### config.mk
export PLATFORM = sky130hd
export DESIGN_NAME = phyirq_top
export DESIGN_NICKNAME = d
export VERILOG_FILES = /design/src/phyirq_pkg.sv /design/src/phyirq_top.sv
export SDC_FILE = /design/constraint.sdc
export NUM_CORES = 1
export LEC_CHECK = 0
export CORE_AREA = 2 2 133 135
export DETAILED_ROUTE_END_ITERATION = 10
export DIE_AREA = 0 0 135 137
export DONT_BUFFER_PORTS = 1
export HOLD_SLACK_MARGIN = 0.12
export PLACE_DENSITY = 0.61
export SYNTH_ARGS = -nofsm -noshare
export SYNTH_HDL_FRONTEND = slang
export SYNTH_SLANG_ARGS = --single-unit
### constraint.sdc
create_clock -name pclk -period 3.75 [get_ports pclk]
set_input_delay 0.375 -clock pclk [delete_from_list [all_inputs] [get_ports pclk]]
set_output_delay 0.375 -clock pclk [all_outputs]
set_load 0.05 [all_outputs]
### src/phyirq_pkg.sv
package phyirq_pkg;

    // register indices; byte address is four times the index
    localparam logic [15:0] IDX_EN_LOW      = 16'h8113;
    localparam logic [15:0] IDX_EN_HIGH     = 16'h8114;
    localparam logic [15:0] IDX_CLR_LOW     = 16'h8115;
    localparam logic [15:0] IDX_CLR_HIGH    = 16'h8116;
    localparam logic [15:0] IDX_PIN_CTL     = 16'h8117;
    localparam logic [15:0] IDX_AN_LIMIT    = 16'h8118;
    localparam logic [15:0] IDX_LINK_LIMIT  = 16'h8119;
    localparam logic [15:0] IDX_ERR_LIMIT   = 16'h811a;
    localparam logic [15:0] IDX_FLAGS_LOW   = 16'h8120;
    localparam logic [15:0] IDX_FLAGS_HIGH  = 16'h8121;
    localparam logic [15:0] IDX_AN_COUNT    = 16'h8122;
    localparam logic [15:0] IDX_ERR_COUNT   = 16'h8123;

    // reset values
    localparam logic [7:0]  RST_LIMIT       = 8'hff;
    localparam logic [7:0]  RST_CTL         = 8'h00;
    localparam logic [7:0]  RST_EN          = 8'h00;

    // writable clear bits of the high clear register
    localparam logic [7:0]  CLR_HIGH_MASK   = 8'h79;
    // enable bits of the high enable register that exist
    localparam logic [7:0]  EN_HIGH_MASK    = 8'h7f;

    // flag positions in the 16-bit latched flag vector
    localparam int          FLG_AN_ALARM    = 7;
    localparam int          FLG_AN_DONE     = 6;
    localparam int          FLG_REM_FAULT   = 5;
    localparam int          FLG_SPEED       = 4;
    localparam int          FLG_LINK_ALARM  = 3;
    localparam int          FLG_LINK        = 2;
    localparam int          FLG_DUPLEX      = 1;
    localparam int          FLG_JABBER      = 0;
    localparam int          FLG_CONFIG      = 14;
    localparam int          FLG_LOC_RCVR    = 13;
    localparam int          FLG_REM_RCVR    = 12;
    localparam int          FLG_ERR_ALARM   = 11;
    localparam int          FLG_RESET       = 8;

    // pin control fields
    localparam int          CTL_MODE        = 2;
    localparam int          CTL_POLARITY    = 0;

    // one-cycle event strobes from the transceiver core
    typedef struct packed {
        logic autoneg_done;
        logic remote_fault;
        logic speed;
        logic link;
        logic duplex;
        logic jabber;
        logic config_chg;
        logic loc_rcvr;
        logic rem_rcvr;
        logic reset_evt;
        logic error;
        logic link10;
        logic link100;
        logic link1000;
    } phyirq_evt_type;

endpackage

### src/phyirq_top.sv
// Added by the designer: the APB register port.
`timescale 1ns/10ps
// How it works
// clear bit 7 drops autoneg alarm, zeroes counter
// clear bit 3 drops link alarm, zeroes counters
// low clear bits drop their matching flags
// clear bits read zero; zero writes change nothing
// high clear bits drop flags; 7,2,1 inert
// high clear bit 3 drops error alarm
// pin control: enable with leds, polarity select
// autoneg count limit, read-write, resets 0xff
// link count limit, read-write, resets 0xff
// error count limit, read-write, resets 0xff
// flag reaches pin only when enabled
// count alarm sets at limit, stays till cleared
module phyirq_top
(
    // apb clock and reset
    input  wire logic                        pclk,
    input  wire logic                        presetn,
    // apb slave
    input  wire logic                        psel,
    input  wire logic                        penable,
    input  wire logic                        pwrite,
    input  wire logic [17:0]                 paddr,
    input  wire logic [31:0]                 pwdata,
    output logic      [31:0]                 prdata,
    output logic                             pready,
    output logic                             pslverr,
    // transceiver core events and led enable
    input  wire phyirq_pkg::phyirq_evt_type  evt,
    input  wire logic                        led_enable,
    // interrupt pin level
    output logic                             irq_pin
);

    // register state
    logic [7:0]   en_low_ff;        // per-source enables, low
    logic [7:0]   en_high_ff;       // per-source enables, high
    logic [7:0]   ctl_ff;           // pin control
    logic [7:0]   an_limit_ff;      // autoneg count limit
    logic [7:0]   link_limit_ff;    // link count limit
    logic [7:0]   err_limit_ff;     // error count limit
    logic [15:0]  flags_ff;         // latched flags
    logic [7:0]   an_cnt_ff;        // autoneg event counter
    logic [7:0]   l10_cnt_ff;       // 10 mb/s link counter
    logic [7:0]   l100_cnt_ff;      // 100 mb/s link counter
    logic [7:0]   l1000_cnt_ff;     // 1000 mb/s link counter
    logic [7:0]   err_cnt_ff;       // error event counter
    logic [31:0]  prdata_ff;        // read data
    logic         pready_ff;        // access-phase ready
    logic         pslverr_ff;       // unmapped address
    logic         irq_pin_ff;       // pin level

    // bus decode
    logic [15:0]  idx;              // word index
    logic         wr_en;            // write commits this edge
    logic         lo_wr;            // low clear write
    logic         hi_wr;            // high clear write
    logic [15:0]  clr_vec;          // flag clear strobes
    logic [15:0]  set_vec;          // flag set strobes
    logic         an_clr;           // autoneg counter reset
    logic         link_clr;         // link counters reset
    logic [7:0]   nxt_an_cnt;
    logic [7:0]   nxt_l10_cnt;
    logic [7:0]   nxt_l100_cnt;
    logic [7:0]   nxt_l1000_cnt;
    logic [7:0]   nxt_err_cnt;
    logic         an_hit;           // autoneg count reached limit
    logic         link_hit;         // any link count reached limit
    logic         err_hit;          // error count reached limit
    logic         irq_active;       // pin asserted, before polarity
    logic [31:0]  nxt_prdata;
    logic         nxt_pslverr;

    // saturating counter step, reset wins over count
    function automatic logic [7:0] cnt_step(input logic [7:0] cnt, input logic inc, input logic clr);
        logic [7:0] res;
        res = cnt;
        if (clr)
        begin
            res = 8'h00;
        end
        else if (inc && (cnt != 8'hff))
        begin
            res = cnt + 8'h01;
        end
        return res;
    endfunction

    // true when a real increment lands on the limit
    function automatic logic hit(input logic [7:0] cnt, input logic [7:0] nxt, input logic [7:0] lim);
        return (nxt != cnt) && (nxt != 8'h00) && (nxt == lim);
    endfunction

    assign idx   = paddr[17:2];
    assign wr_en = psel && penable && pwrite && pready_ff;
    assign lo_wr = wr_en && (paddr[1:0] == 2'b00) && (idx == phyirq_pkg::IDX_CLR_LOW);
    assign hi_wr = wr_en && (paddr[1:0] == 2'b00) && (idx == phyirq_pkg::IDX_CLR_HIGH);

    // clear strobes: only ones act, nothing is stored
    // self-clearing strobes
    assign clr_vec = {(hi_wr ? (pwdata[7:0] & phyirq_pkg::CLR_HIGH_MASK) : 8'h00),
                      (lo_wr ? pwdata[7:0] : 8'h00)};
    // autoneg counter reset
    assign an_clr   = clr_vec[phyirq_pkg::FLG_AN_ALARM];
    // link counters reset together
    assign link_clr = clr_vec[phyirq_pkg::FLG_LINK_ALARM];

    // counter next values
    assign nxt_an_cnt    = cnt_step(an_cnt_ff, evt.autoneg_done, an_clr);
    assign nxt_l10_cnt   = cnt_step(l10_cnt_ff, evt.link10, link_clr);
    assign nxt_l100_cnt  = cnt_step(l100_cnt_ff, evt.link100, link_clr);
    assign nxt_l1000_cnt = cnt_step(l1000_cnt_ff, evt.link1000, link_clr);
    assign nxt_err_cnt   = cnt_step(err_cnt_ff, evt.error, 1'b0);

    // alarm raised on reaching limit
    assign an_hit   = hit(an_cnt_ff, nxt_an_cnt, an_limit_ff);
    assign link_hit = hit(l10_cnt_ff, nxt_l10_cnt, link_limit_ff)
                   || hit(l100_cnt_ff, nxt_l100_cnt, link_limit_ff)
                   || hit(l1000_cnt_ff, nxt_l1000_cnt, link_limit_ff);
    assign err_hit  = hit(err_cnt_ff, nxt_err_cnt, err_limit_ff);

    // flag set sources; unused positions stay zero
    always_comb
    begin
        set_vec                             = 16'h0000;
        set_vec[phyirq_pkg::FLG_AN_ALARM]   = an_hit;
        set_vec[phyirq_pkg::FLG_AN_DONE]    = evt.autoneg_done;
        set_vec[phyirq_pkg::FLG_REM_FAULT]  = evt.remote_fault;
        set_vec[phyirq_pkg::FLG_SPEED]      = evt.speed;
        set_vec[phyirq_pkg::FLG_LINK_ALARM] = link_hit;
        set_vec[phyirq_pkg::FLG_LINK]       = evt.link;
        set_vec[phyirq_pkg::FLG_DUPLEX]     = evt.duplex;
        set_vec[phyirq_pkg::FLG_JABBER]     = evt.jabber;
        set_vec[phyirq_pkg::FLG_CONFIG]     = evt.config_chg;
        set_vec[phyirq_pkg::FLG_LOC_RCVR]   = evt.loc_rcvr;
        set_vec[phyirq_pkg::FLG_REM_RCVR]   = evt.rem_rcvr;
        set_vec[phyirq_pkg::FLG_ERR_ALARM]  = err_hit;
        set_vec[phyirq_pkg::FLG_RESET]      = evt.reset_evt;
    end

    // latched flags: set wins over a clear in the same cycle
    // clear matching flags
    always_ff @(posedge pclk or negedge presetn)
    begin
        if (!presetn)
        begin
            flags_ff <= 16'h0000;
        end
        else
        begin
            flags_ff <= (flags_ff & ~clr_vec) | set_vec;
        end
    end

    // event counters
    always_ff @(posedge pclk or negedge presetn)
    begin
        if (!presetn)
        begin
            an_cnt_ff    <= 8'h00;
            l10_cnt_ff   <= 8'h00;
            l100_cnt_ff  <= 8'h00;
            l1000_cnt_ff <= 8'h00;
            err_cnt_ff   <= 8'h00;
        end
        else
        begin
            an_cnt_ff    <= nxt_an_cnt;
            l10_cnt_ff   <= nxt_l10_cnt;
            l100_cnt_ff  <= nxt_l100_cnt;
            l1000_cnt_ff <= nxt_l1000_cnt;
            err_cnt_ff   <= nxt_err_cnt;
        end
    end

    // software-written registers
    always_ff @(posedge pclk or negedge presetn)
    begin
        if (!presetn)
        begin
            en_low_ff     <= phyirq_pkg::RST_EN;
            en_high_ff    <= phyirq_pkg::RST_EN;
            ctl_ff        <= phyirq_pkg::RST_CTL;
            an_limit_ff   <= phyirq_pkg::RST_LIMIT;
            link_limit_ff <= phyirq_pkg::RST_LIMIT;
            err_limit_ff  <= phyirq_pkg::RST_LIMIT;
        end
        else if (wr_en && (paddr[1:0] == 2'b00))
        begin
            if (idx == phyirq_pkg::IDX_EN_LOW)
            begin
                en_low_ff <= pwdata[7:0];
            end
            else if (idx == phyirq_pkg::IDX_EN_HIGH)
            begin
                en_high_ff <= pwdata[7:0] & phyirq_pkg::EN_HIGH_MASK;
            end
            else if (idx == phyirq_pkg::IDX_PIN_CTL)
            begin
                // mode and polarity written
                ctl_ff <= pwdata[7:0];
            end
            else if (idx == phyirq_pkg::IDX_AN_LIMIT)
            begin
                // autoneg limit written
                an_limit_ff <= pwdata[7:0];
            end
            else if (idx == phyirq_pkg::IDX_LINK_LIMIT)
            begin
                // link limit written
                link_limit_ff <= pwdata[7:0];
            end
            else if (idx == phyirq_pkg::IDX_ERR_LIMIT)
            begin
                // error limit written
                err_limit_ff <= pwdata[7:0];
            end
        end
    end

    // read mux, evaluated during the setup cycle
    always_comb
    begin
        nxt_prdata  = 32'h0000_0000;
        nxt_pslverr = 1'b0;
        if (paddr[1:0] != 2'b00)
        begin
            nxt_pslverr = 1'b1;
        end
        else if (idx == phyirq_pkg::IDX_EN_LOW)
        begin
            nxt_prdata[7:0] = en_low_ff;
        end
        else if (idx == phyirq_pkg::IDX_EN_HIGH)
        begin
            nxt_prdata[7:0] = en_high_ff;
        end
        else if ((idx == phyirq_pkg::IDX_CLR_LOW) || (idx == phyirq_pkg::IDX_CLR_HIGH))
        begin
            // clear bits always read zero
            nxt_prdata = 32'h0000_0000;
        end
        else if (idx == phyirq_pkg::IDX_PIN_CTL)
        begin
            nxt_prdata[7:0] = ctl_ff;
        end
        else if (idx == phyirq_pkg::IDX_AN_LIMIT)
        begin
            nxt_prdata[7:0] = an_limit_ff;
        end
        else if (idx == phyirq_pkg::IDX_LINK_LIMIT)
        begin
            nxt_prdata[7:0] = link_limit_ff;
        end
        else if (idx == phyirq_pkg::IDX_ERR_LIMIT)
        begin
            nxt_prdata[7:0] = err_limit_ff;
        end
        else if (idx == phyirq_pkg::IDX_FLAGS_LOW)
        begin
            nxt_prdata[7:0] = flags_ff[7:0];
        end
        else if (idx == phyirq_pkg::IDX_FLAGS_HIGH)
        begin
            nxt_prdata[7:0] = flags_ff[15:8];
        end
        else if (idx == phyirq_pkg::IDX_AN_COUNT)
        begin
            nxt_prdata[7:0] = an_cnt_ff;
        end
        else if (idx == phyirq_pkg::IDX_ERR_COUNT)
        begin
            nxt_prdata[7:0] = err_cnt_ff;
        end
        else
        begin
            // unmapped word
            nxt_pslverr = 1'b1;
        end
    end

    // apb answer: one access cycle, registered
    always_ff @(posedge pclk or negedge presetn)
    begin
        if (!presetn)
        begin
            pready_ff  <= 1'b0;
            pslverr_ff <= 1'b0;
            prdata_ff  <= 32'h0000_0000;
        end
        else if (psel && !penable)
        begin
            pready_ff  <= 1'b1;
            pslverr_ff <= nxt_pslverr;
            prdata_ff  <= pwrite ? 32'h0000_0000 : nxt_prdata;
        end
        else
        begin
            pready_ff  <= 1'b0;
            pslverr_ff <= 1'b0;
            prdata_ff  <= 32'h0000_0000;
        end
    end

    // enabled flags only
    assign irq_active = (|(flags_ff & {en_high_ff, en_low_ff}))
                      && ctl_ff[phyirq_pkg::CTL_MODE] && led_enable;

    // pin drive with polarity; idle high after reset (active low)
    // gate and polarity
    always_ff @(posedge pclk or negedge presetn)
    begin
        if (!presetn)
        begin
            irq_pin_ff <= 1'b1;
        end
        else
        begin
            irq_pin_ff <= ctl_ff[phyirq_pkg::CTL_POLARITY] ? irq_active : !irq_active;
        end
    end

    assign prdata  = prdata_ff;
    assign pready  = pready_ff;
    assign pslverr = pslverr_ff;
    assign irq_pin = irq_pin_ff;

    // checks on the logic above
    an_clear_a : assert property (@(posedge pclk) disable iff (!presetn)
        (lo_wr && pwdata[7] && !evt.autoneg_done) |=> (an_cnt_ff == 8'h00) && !flags_ff[7])
        else $error("autoneg alarm clear failed");
    link_clear_a : assert property (@(posedge pclk) disable iff (!presetn)
        (lo_wr && pwdata[3]) |=> (l10_cnt_ff == 8'h00) && (l100_cnt_ff == 8'h00) && (l1000_cnt_ff == 8'h00))
        else $error("link counters not reset");
    flag_clear_a : assert property (@(posedge pclk) disable iff (!presetn)
        lo_wr |=> ((flags_ff[7:0] & $past(pwdata[7:0]) & ~$past(set_vec[7:0])) == 8'h00))
        else $error("low flag not cleared");
    zero_write_a : assert property (@(posedge pclk) disable iff (!presetn)
        ((lo_wr || hi_wr) && (pwdata[7:0] == 8'h00)) |=> (flags_ff == ($past(flags_ff) | $past(set_vec))))
        else $error("zero clear write changed flags");
    high_inert_a : assert property (@(posedge pclk) disable iff (!presetn)
        (hi_wr && (pwdata[6:3] == 4'h0) && !pwdata[0]) |=> (flags_ff == ($past(flags_ff) | $past(set_vec))))
        else $error("inert high clear bit acted");
    err_clear_a : assert property (@(posedge pclk) disable iff (!presetn)
        (hi_wr && pwdata[3] && !err_hit) |=> !flags_ff[11])
        else $error("error alarm not cleared");
    pin_off_a : assert property (@(posedge pclk) disable iff (!presetn)
        (!ctl_ff[2] || !led_enable) |=> (irq_pin == !$past(ctl_ff[0])))
        else $error("disabled pin not idle");
    an_limit_a : assert property (@(posedge pclk) disable iff (!presetn)
        (wr_en && (paddr == {phyirq_pkg::IDX_AN_LIMIT, 2'b00})) |=> (an_limit_ff == $past(pwdata[7:0])))
        else $error("autoneg limit not stored");
    link_limit_a : assert property (@(posedge pclk) disable iff (!presetn)
        (wr_en && (paddr == {phyirq_pkg::IDX_LINK_LIMIT, 2'b00})) |=> (link_limit_ff == $past(pwdata[7:0])))
        else $error("link limit not stored");
    err_limit_a : assert property (@(posedge pclk) disable iff (!presetn)
        (wr_en && (paddr == {phyirq_pkg::IDX_ERR_LIMIT, 2'b00})) |=> (err_limit_ff == $past(pwdata[7:0])))
        else $error("error limit not stored");
    mask_gate_a : assert property (@(posedge pclk) disable iff (!presetn)
        ((flags_ff & {en_high_ff, en_low_ff}) == 16'h0000) |=> (irq_pin == !$past(ctl_ff[0])))
        else $error("masked flag reached pin");
    alarm_hold_a : assert property (@(posedge pclk) disable iff (!presetn)
        (flags_ff[7] && !an_clr) |=> flags_ff[7])
        else $error("autoneg alarm dropped without clear");
    alarm_set_a : assert property (@(posedge pclk) disable iff (!presetn)
        (evt.autoneg_done && !an_clr && (an_cnt_ff != 8'hff) && ((an_cnt_ff + 8'h01) == an_limit_ff)) |=> flags_ff[7])
        else $error("autoneg alarm not raised at limit");

endmodule // phyirq_top

==> flow_metrics.tcl, run 1 <==
set metrics [dict create \
    crit_slowest_cell "a41oi_1" \
    synth_area_um2 6669 \
    power_frac_clock 0.247 \
    top_layer_used "met4" \
    met3_length_um 1422 \
    clock_sinks 111 \
    ys_ff_latch 111 \
    synth_top_area_frac 0.3227 \
    fin_skew_ns 0.008807 \
    critPathMaxStageDelay_ns 0.55 \
    p_sw_frac 0.3791 \
    core_um2 17060 \
    period_needed_ns 2.898 \
    hold_viol_final 0 \
    dr.pass1.iters 7 \
    hpwlAfterDp_um 13760 \
    drive_gt1_frac 0.1681 \
    die_w_um 135 \
    synthCells 668 \
    root_buffer "clkbuf_16" \
    post_cts_resized 0 \
    groute.usage.overall 0.2047 \
    avgRoutedWirePerCell_um 20.57 \
    synth_top_area_cell "dfrtp_1" \
    peakVddDrop_mv 0.2425 \
    clk_pin_slew_worst_paths_ns 0.08 \
    io_buffer_count 0 \
    drt-met1-wl_um 7566 \
    finalSetupViolCount 0 \
    p_sw_mw 1.448 \
    hold_class "in -> reg" \
    vias 5431 \
    grt_pass1_wl_um 28970 \
    grt_overflow 0 \
    syn_to_final_growth_pct 8.274 \
    yosysSeqAreaShare 0.4212 \
    clock_path_buffers 2 \
    cp-startpoint "err_cnt_ff[0]$_DFF_PN0_" \
    synth_area_per_cell_um2 9.983 \
    routed_wirelength_um 18580 \
    tightestPinTransition_ns 0.9844 \
    drtIter0Drc 577 \
    ys.flop_type "dfrtp_1" \
    viasPerCell 6.014 \
    crit_path_end_kind "flop" \
    rsz0062_at_grt "no" \
    fp-row-count 48 \
    crit_path_max_fanout 7 \
    drc 0 \
    synth_area_leaders "dfrtp_1 (32%), dfstp_2 (9.8%), mux2_2 (7.9%), nor2_1 (3.4%), xnor2_1 (3.4%)" \
    die-area_um2 18500 \
    p_per_area_nw_per_um2 529.1 \
    power_frac_seq 0.450 \
    cap_viol_max_count 0 \
    pwr-share-comb 0.303 \
    initial_core_util 0.3910 \
    cts_made_buffers 9 \
    cts_tree "done" \
    critPathKind "reg -> reg" \
    grt_antenna_before_repair 0 \
    r2r_start "err_cnt_ff[0]$_DFF_PN0_" \
    max_clock_freq_mhz 345.1 \
    cp.arrival_ns 3.16 \
    ys_warn_count 0 \
    slew_viol_final 0 \
    final_util 0.4233 \
    met2_length_um 9019 \
    grt_pass1_vias 5293 \
    crit_required_ns 4.02 \
    diodes 0 \
    clk_latency_ns 0.36 \
    startpoint_type "flop" \
    period_share 0.7727 \
    h-tree-depth 3 \
    nNetsFinal 748 \
    place_congestion 0.9586 \
    p_leak_nw 2.880 \
    hold_buffers 12 \
    relSlewSlack 0.3383 \
    outcome "completed" \
    synth-edff-count 0 \
    ant_nets 0 \
    hp-start "pwdata[2]" \
    top_level_ports 105 \
    cp_cell_sequence "ha_1, and3_1, a41oi_1, nand4_1, xnor2_1, nor4_1, a211oi_1, a21oi_1, o31ai_1" \
    post_cts_buffers 0 \
    ys_async_sr_fraction 1.000 \
    die_h_um 137 \
    tns_ns 0 \
    p_int_mw 2.372 \
    grt_start_max_net_pins 112 \
    synthDistinctLibCells 74 \
]
==> sequential cells by signal (all words and copies together), names as in the netlist <==
name and count:
l1000_cnt_ff 8, err_limit_ff 8, an_cnt_ff 8, err_cnt_ff 8
irq_pin 1, link_limit_ff 8, pready 1, pslverr 1
l100_cnt_ff 8, flags_ff 13, en_high_ff 7, an_limit_ff 8
ctl_ff 8, l10_cnt_ff 8, en_low_ff 8, prdata 8
==> synthesized netlist by cell type, types with 7 or more instances <==
cell	instances
inv_1	8
nand3_1	17
dfstp_2	25
nor4_1	13
nand2b_1	7
a22oi_1	8
xor2_1	23
nor3_1	17
or3_1	7
nand4_1	16
nand2_1	48
mux2_2	47
clkbuf_1	12
mux2i_1	13
a21o_1	13
o21ai_0	15
dfrtp_1	86
xnor2_1	26
nor2_1	61
a211oi_1	10
a21oi_1	40
a31oi_1	8
buf_4	24
==> critical path: cells and delay by family (launching register included) <==
family / cells / cell delay, ns
flops: 1 / 0.45
compound gates: 4 / 1.11
fa+ha+maj: 1 / 0.25
simple gates: 3 / 0.57
xor+xnor: 1 / 0.41
==> worst paths after layout <==
path	depth (start not counted)	slack [ns]	end
worst max register to register	9	0.85	flags_ff[11]$_DFF_PN0_
max in group asynchronous	2	2.65	l10_cnt_ff[7]$_DFF_PN0_
worst max-delay path	9	0.85	flags_ff[11]$_DFF_PN0_
worst min-delay path	2	0.14	link_limit_ff[2]$_DFFE_PN1P_
worst min register to register	1	0.50	irq_pin$_DFF_PN1_
min in group asynchronous	2	0.60	l1000_cnt_ff[2]$_DFF_PN0_
==> power by group through the flow <==
stage	Sequential, mW	Clock [mW]	Combinational, mW
floorplan	1.63	0	0.952
global placement	1.71	0	1.07
detailed placement	1.73	0	1.10
CTS	1.71	0.967	1.15
global route	1.76	1.01	1.29
finish	1.72	0.944	1.16
==> per-layer routing <==
metal | global-route usage | vias up
li1 | - | 2461
met1 | 0.2564 | 2655
met2 | 0.3514 | 266
met3 | 0.04370 | 49
met4 | 0.07060 | 0
met5 | 0 | -
==> area by class of cell <==
cell class                      count  area (um^2)
Fill cell                        1641         9836
Multi-Input combinational cell    527         3647
Sequential cell                   111         2809
Tap cell                          225        281.5
Clock buffer                       10        239.0
Timing Repair Buffer               15        160.2
Clock inverter                      6        50.05
Inverter                            9        33.78
==> layout by cell type, fill, tap and decap left out, types with 23 or more instances in the layout <==
master and count:
dfstp_2 25, nor2_1 61, nand2_1 48, mux2_2 47, xnor2_1 26, xor2_1 23, dfrtp_1 86, a21oi_1 40
conb_1 24
==> cell families after synthesis <==
kind of cell	after synthesis	share of synthesized area
buf+inv	53	0.04484
fa+ha+maj	5	0.009381
simple gates	247	0.2163
other cells	1	0.0005623
compound gates	141	0.1411
mux	61	0.1023
xor+xnor	49	0.06435
flops	111	0.4212
==> stage by stage <==
step | std cells | power [mW] | cell area, um^2 | setup slack, ns | hold WS (ns)
floorplan | 691 | 2.579 | 6755 | 1.199 | 0.07941
global placement | 875 | 2.779 | 6794 | 0.8723 | 0.09187
detailed placement | 875 | 2.832 | 6794 | 0.7544 | 0.09213
CTS | 903 | 3.828 | 7221 | 0.8737 | 0.1263
global route | 903 | 4.060 | 7221 | 0.6536 | 0.1453
finish | 903 | 3.820 | 7221 | 0.8522 | 0.1350
No activity file was read; power rests on OpenSTA's default activity.
==> run 2: changes to the inputs <==
- clock period: 3.75 -> 2.75 ns (I/O delays scaled with it)
==> run 2 against run 1 <==
The run now ends with negative hold slack left. Total power rose by 41%. Non-clock buffer count rose by 40. Setup slack got worse by 0.76 ns. Critical path depth fell by 1. Clock skew fell by 0.0048 ns. Utilization rose by 2.1 points. Register-to-register slack got worse by 0.76 ns. Clock power rose by 48%. Die area did not move. First-iteration DRC count rose by 0.52%. Global-route usage rose by 1.1 points. Fmax rose by 9.2%.
==> flow_metrics.tcl, run 2 (synthesis gave the netlist of run 1 again) <==
set metrics [dict create \
    largest_reg_flops 13 \
    top_level_ports 105 \
    fp-row-count 48 \
    hpwlAfterDp_um 13880 \
    crit_path_max_fanout 6 \
    peakVddDrop_mv 0.4283 \
    cap_viol_max_count 0 \
    report.power.total_mw 5.382 \
    die_h_um 137 \
    finalSetupViolCount 0 \
    numPlacedInstances 895 \
    clock_path_buffers 2 \
    viasPerCell 5.920 \
    h-tree-depth 3 \
    tns_ns 0 \
    crit_required_ns 3.00 \
    hold_class "in -> async" \
    holdWs_ns -0.3821 \
    drive_gt1_frac 0.1880 \
    final_common_cell "dfrtp_1" \
    diodes 0 \
    grt_overflow 0 \
    groute.usage.overall 0.2160 \
    crit_path_end_kind "flop" \
    p_leak_nw 3.047 \
    vias 5583 \
    io_buffer_count 0 \
    pre_cts_ws_ns 0.2058 \
    grt_antenna_before_repair 0 \
    drc 0 \
    fin_ws_ns 0.09595 \
    fill_cells 1658 \
    grt.met1_usage 0.2669 \
    period_needed_ns 2.654 \
    clock_sinks 111 \
    period_share 0.9651 \
    final_area_um2 7586 \
    p_per_area_nw_per_um2 709.5 \
    ant_nets 0 \
    drtIter0Drc 580 \
    met2_usage 0.3672 \
    cp.arrival_ns 2.90 \
    die_w_um 135 \
    hold_viol_final 111 \
    tightestPinTransition_ns 0.7113 \
    startpoint_type "flop" \
    cts_made_buffers 9 \
    place_area_um2 6944 \
    place_congestion 0.9860 \
    avgRoutedWirePerCell_um 20.63 \
    nNetsFinal 788 \
    relSlewSlack 0.5221 \
    cp-startpoint "pready$_DFF_PN0_" \
    initial_core_util 0.3910 \
    top_usage_layer "met2" \
    grt.met3_usage 0.05000 \
    grt_pass1_vias 5519 \
    layout_common_cells "dfrtp_1 (86), nor2_1 (60), nand2_1 (48)" \
    die-area_um2 18500 \
    final_util 0.4448 \
    r2r_start "pready$_DFF_PN0_" \
    clk_latency_ns 0.36 \
    max_flop_register "flags_ff" \
    slew_viol_final 0 \
    root_buffer "clkbuf_16" \
    dr.pass1.iters 6 \
    syn_to_final_growth_pct 13.75 \
    core_um2 17060 \
    outcome "complete, but fails checks" \
    hold_buffers 32 \
    critPathKind "reg -> reg" \
    grt_pass1_wl_um 30530 \
    clk_pin_slew_worst_paths_ns 0.08 \
    max_clock_freq_mhz 376.8 \
    stdcell_count 943 \
    violations "negative hold slack" \
    fin_skew_ns 0.004044 \
    cts_tree "done" \
    routed_wirelength_um 19450 \
    rsz0062_at_grt "no" \
    grt_start_max_net_pins 112 \
]
==> run 2: cell types whose count changed in the layout (fill, tap and decap cells not counted), sizes merged <==
| cell | change |
|---|---|
| dlygate4sd3 | +21 |
| clkinvlp | -1 |
| buf | +19 |
| bufinv | +1 |
| clkinv | +1 |
| clkbuf | -1 |
==> run 2: final timing paths <==
check	slack, ns	to	cells after the start
max in group asynchronous	2.80	an_limit_ff[3]$_DFFE_PN1P_	0
worst min register to register	0.50	irq_pin$_DFF_PN1_	1
worst min-delay path	-0.38	l1000_cnt_ff[2]$_DFF_PN0_	0
worst max-delay path	0.1	flags_ff[14]$_DFF_PN0_	8
worst max register to register	0.1	flags_ff[14]$_DFF_PN0_	8
min in group pclk	0.15	pready$_DFF_PN0_	2
==> run 2: routing by layer <==
layer | routed length (um) | vias up
met2 | 9517 | 282
li1 | - | 2514
met3 | 1519 | 39
met5 | 0 | -
met4 | 522 | 0
met1 | 7892 | 2748
==> run 2: area by class of cell <==
class                   instances  area, um^2  share of cell area
multi-input cells             527        3652              0.4814
inverters                       9       33.78            0.004453
flip-flops and latches        111        2809              0.3703
clock inverters                 7       91.34             0.01204
repair buffers                 55       493.0             0.06498
clock buffers                   9       225.2             0.02969
well taps                     225       281.5             0.03711
==> run 2: what timing repair did <==
action	in CTS	in global routing
resized for setup	0	2
buffers inserted	0	0
setup endpoints to repair	0	4
hold endpoints to repair	172	111
==> run 2: report_power, final <==
group | switching [mW] | total (mW) | internal (mW) | leakage (nW)
Clock | 0.665 | 1.40 | 0.732 | 0.157
Sequential | 0.414 | 2.32 | 1.91 | 1.32
Combinational | 0.914 | 1.66 | 0.749 | 1.57
==> run 2: critical path: stages (launching register included) <==
cell and delay, ns:
dfrtp_1 0.34, nand2_1 0.07, or3_1 0.44, buf_4 0.22, or3_1 0.38, nor2_2 0.25, nand2_1 0.11, a21o_1 0.18
dlygate4sd3_1 0.55
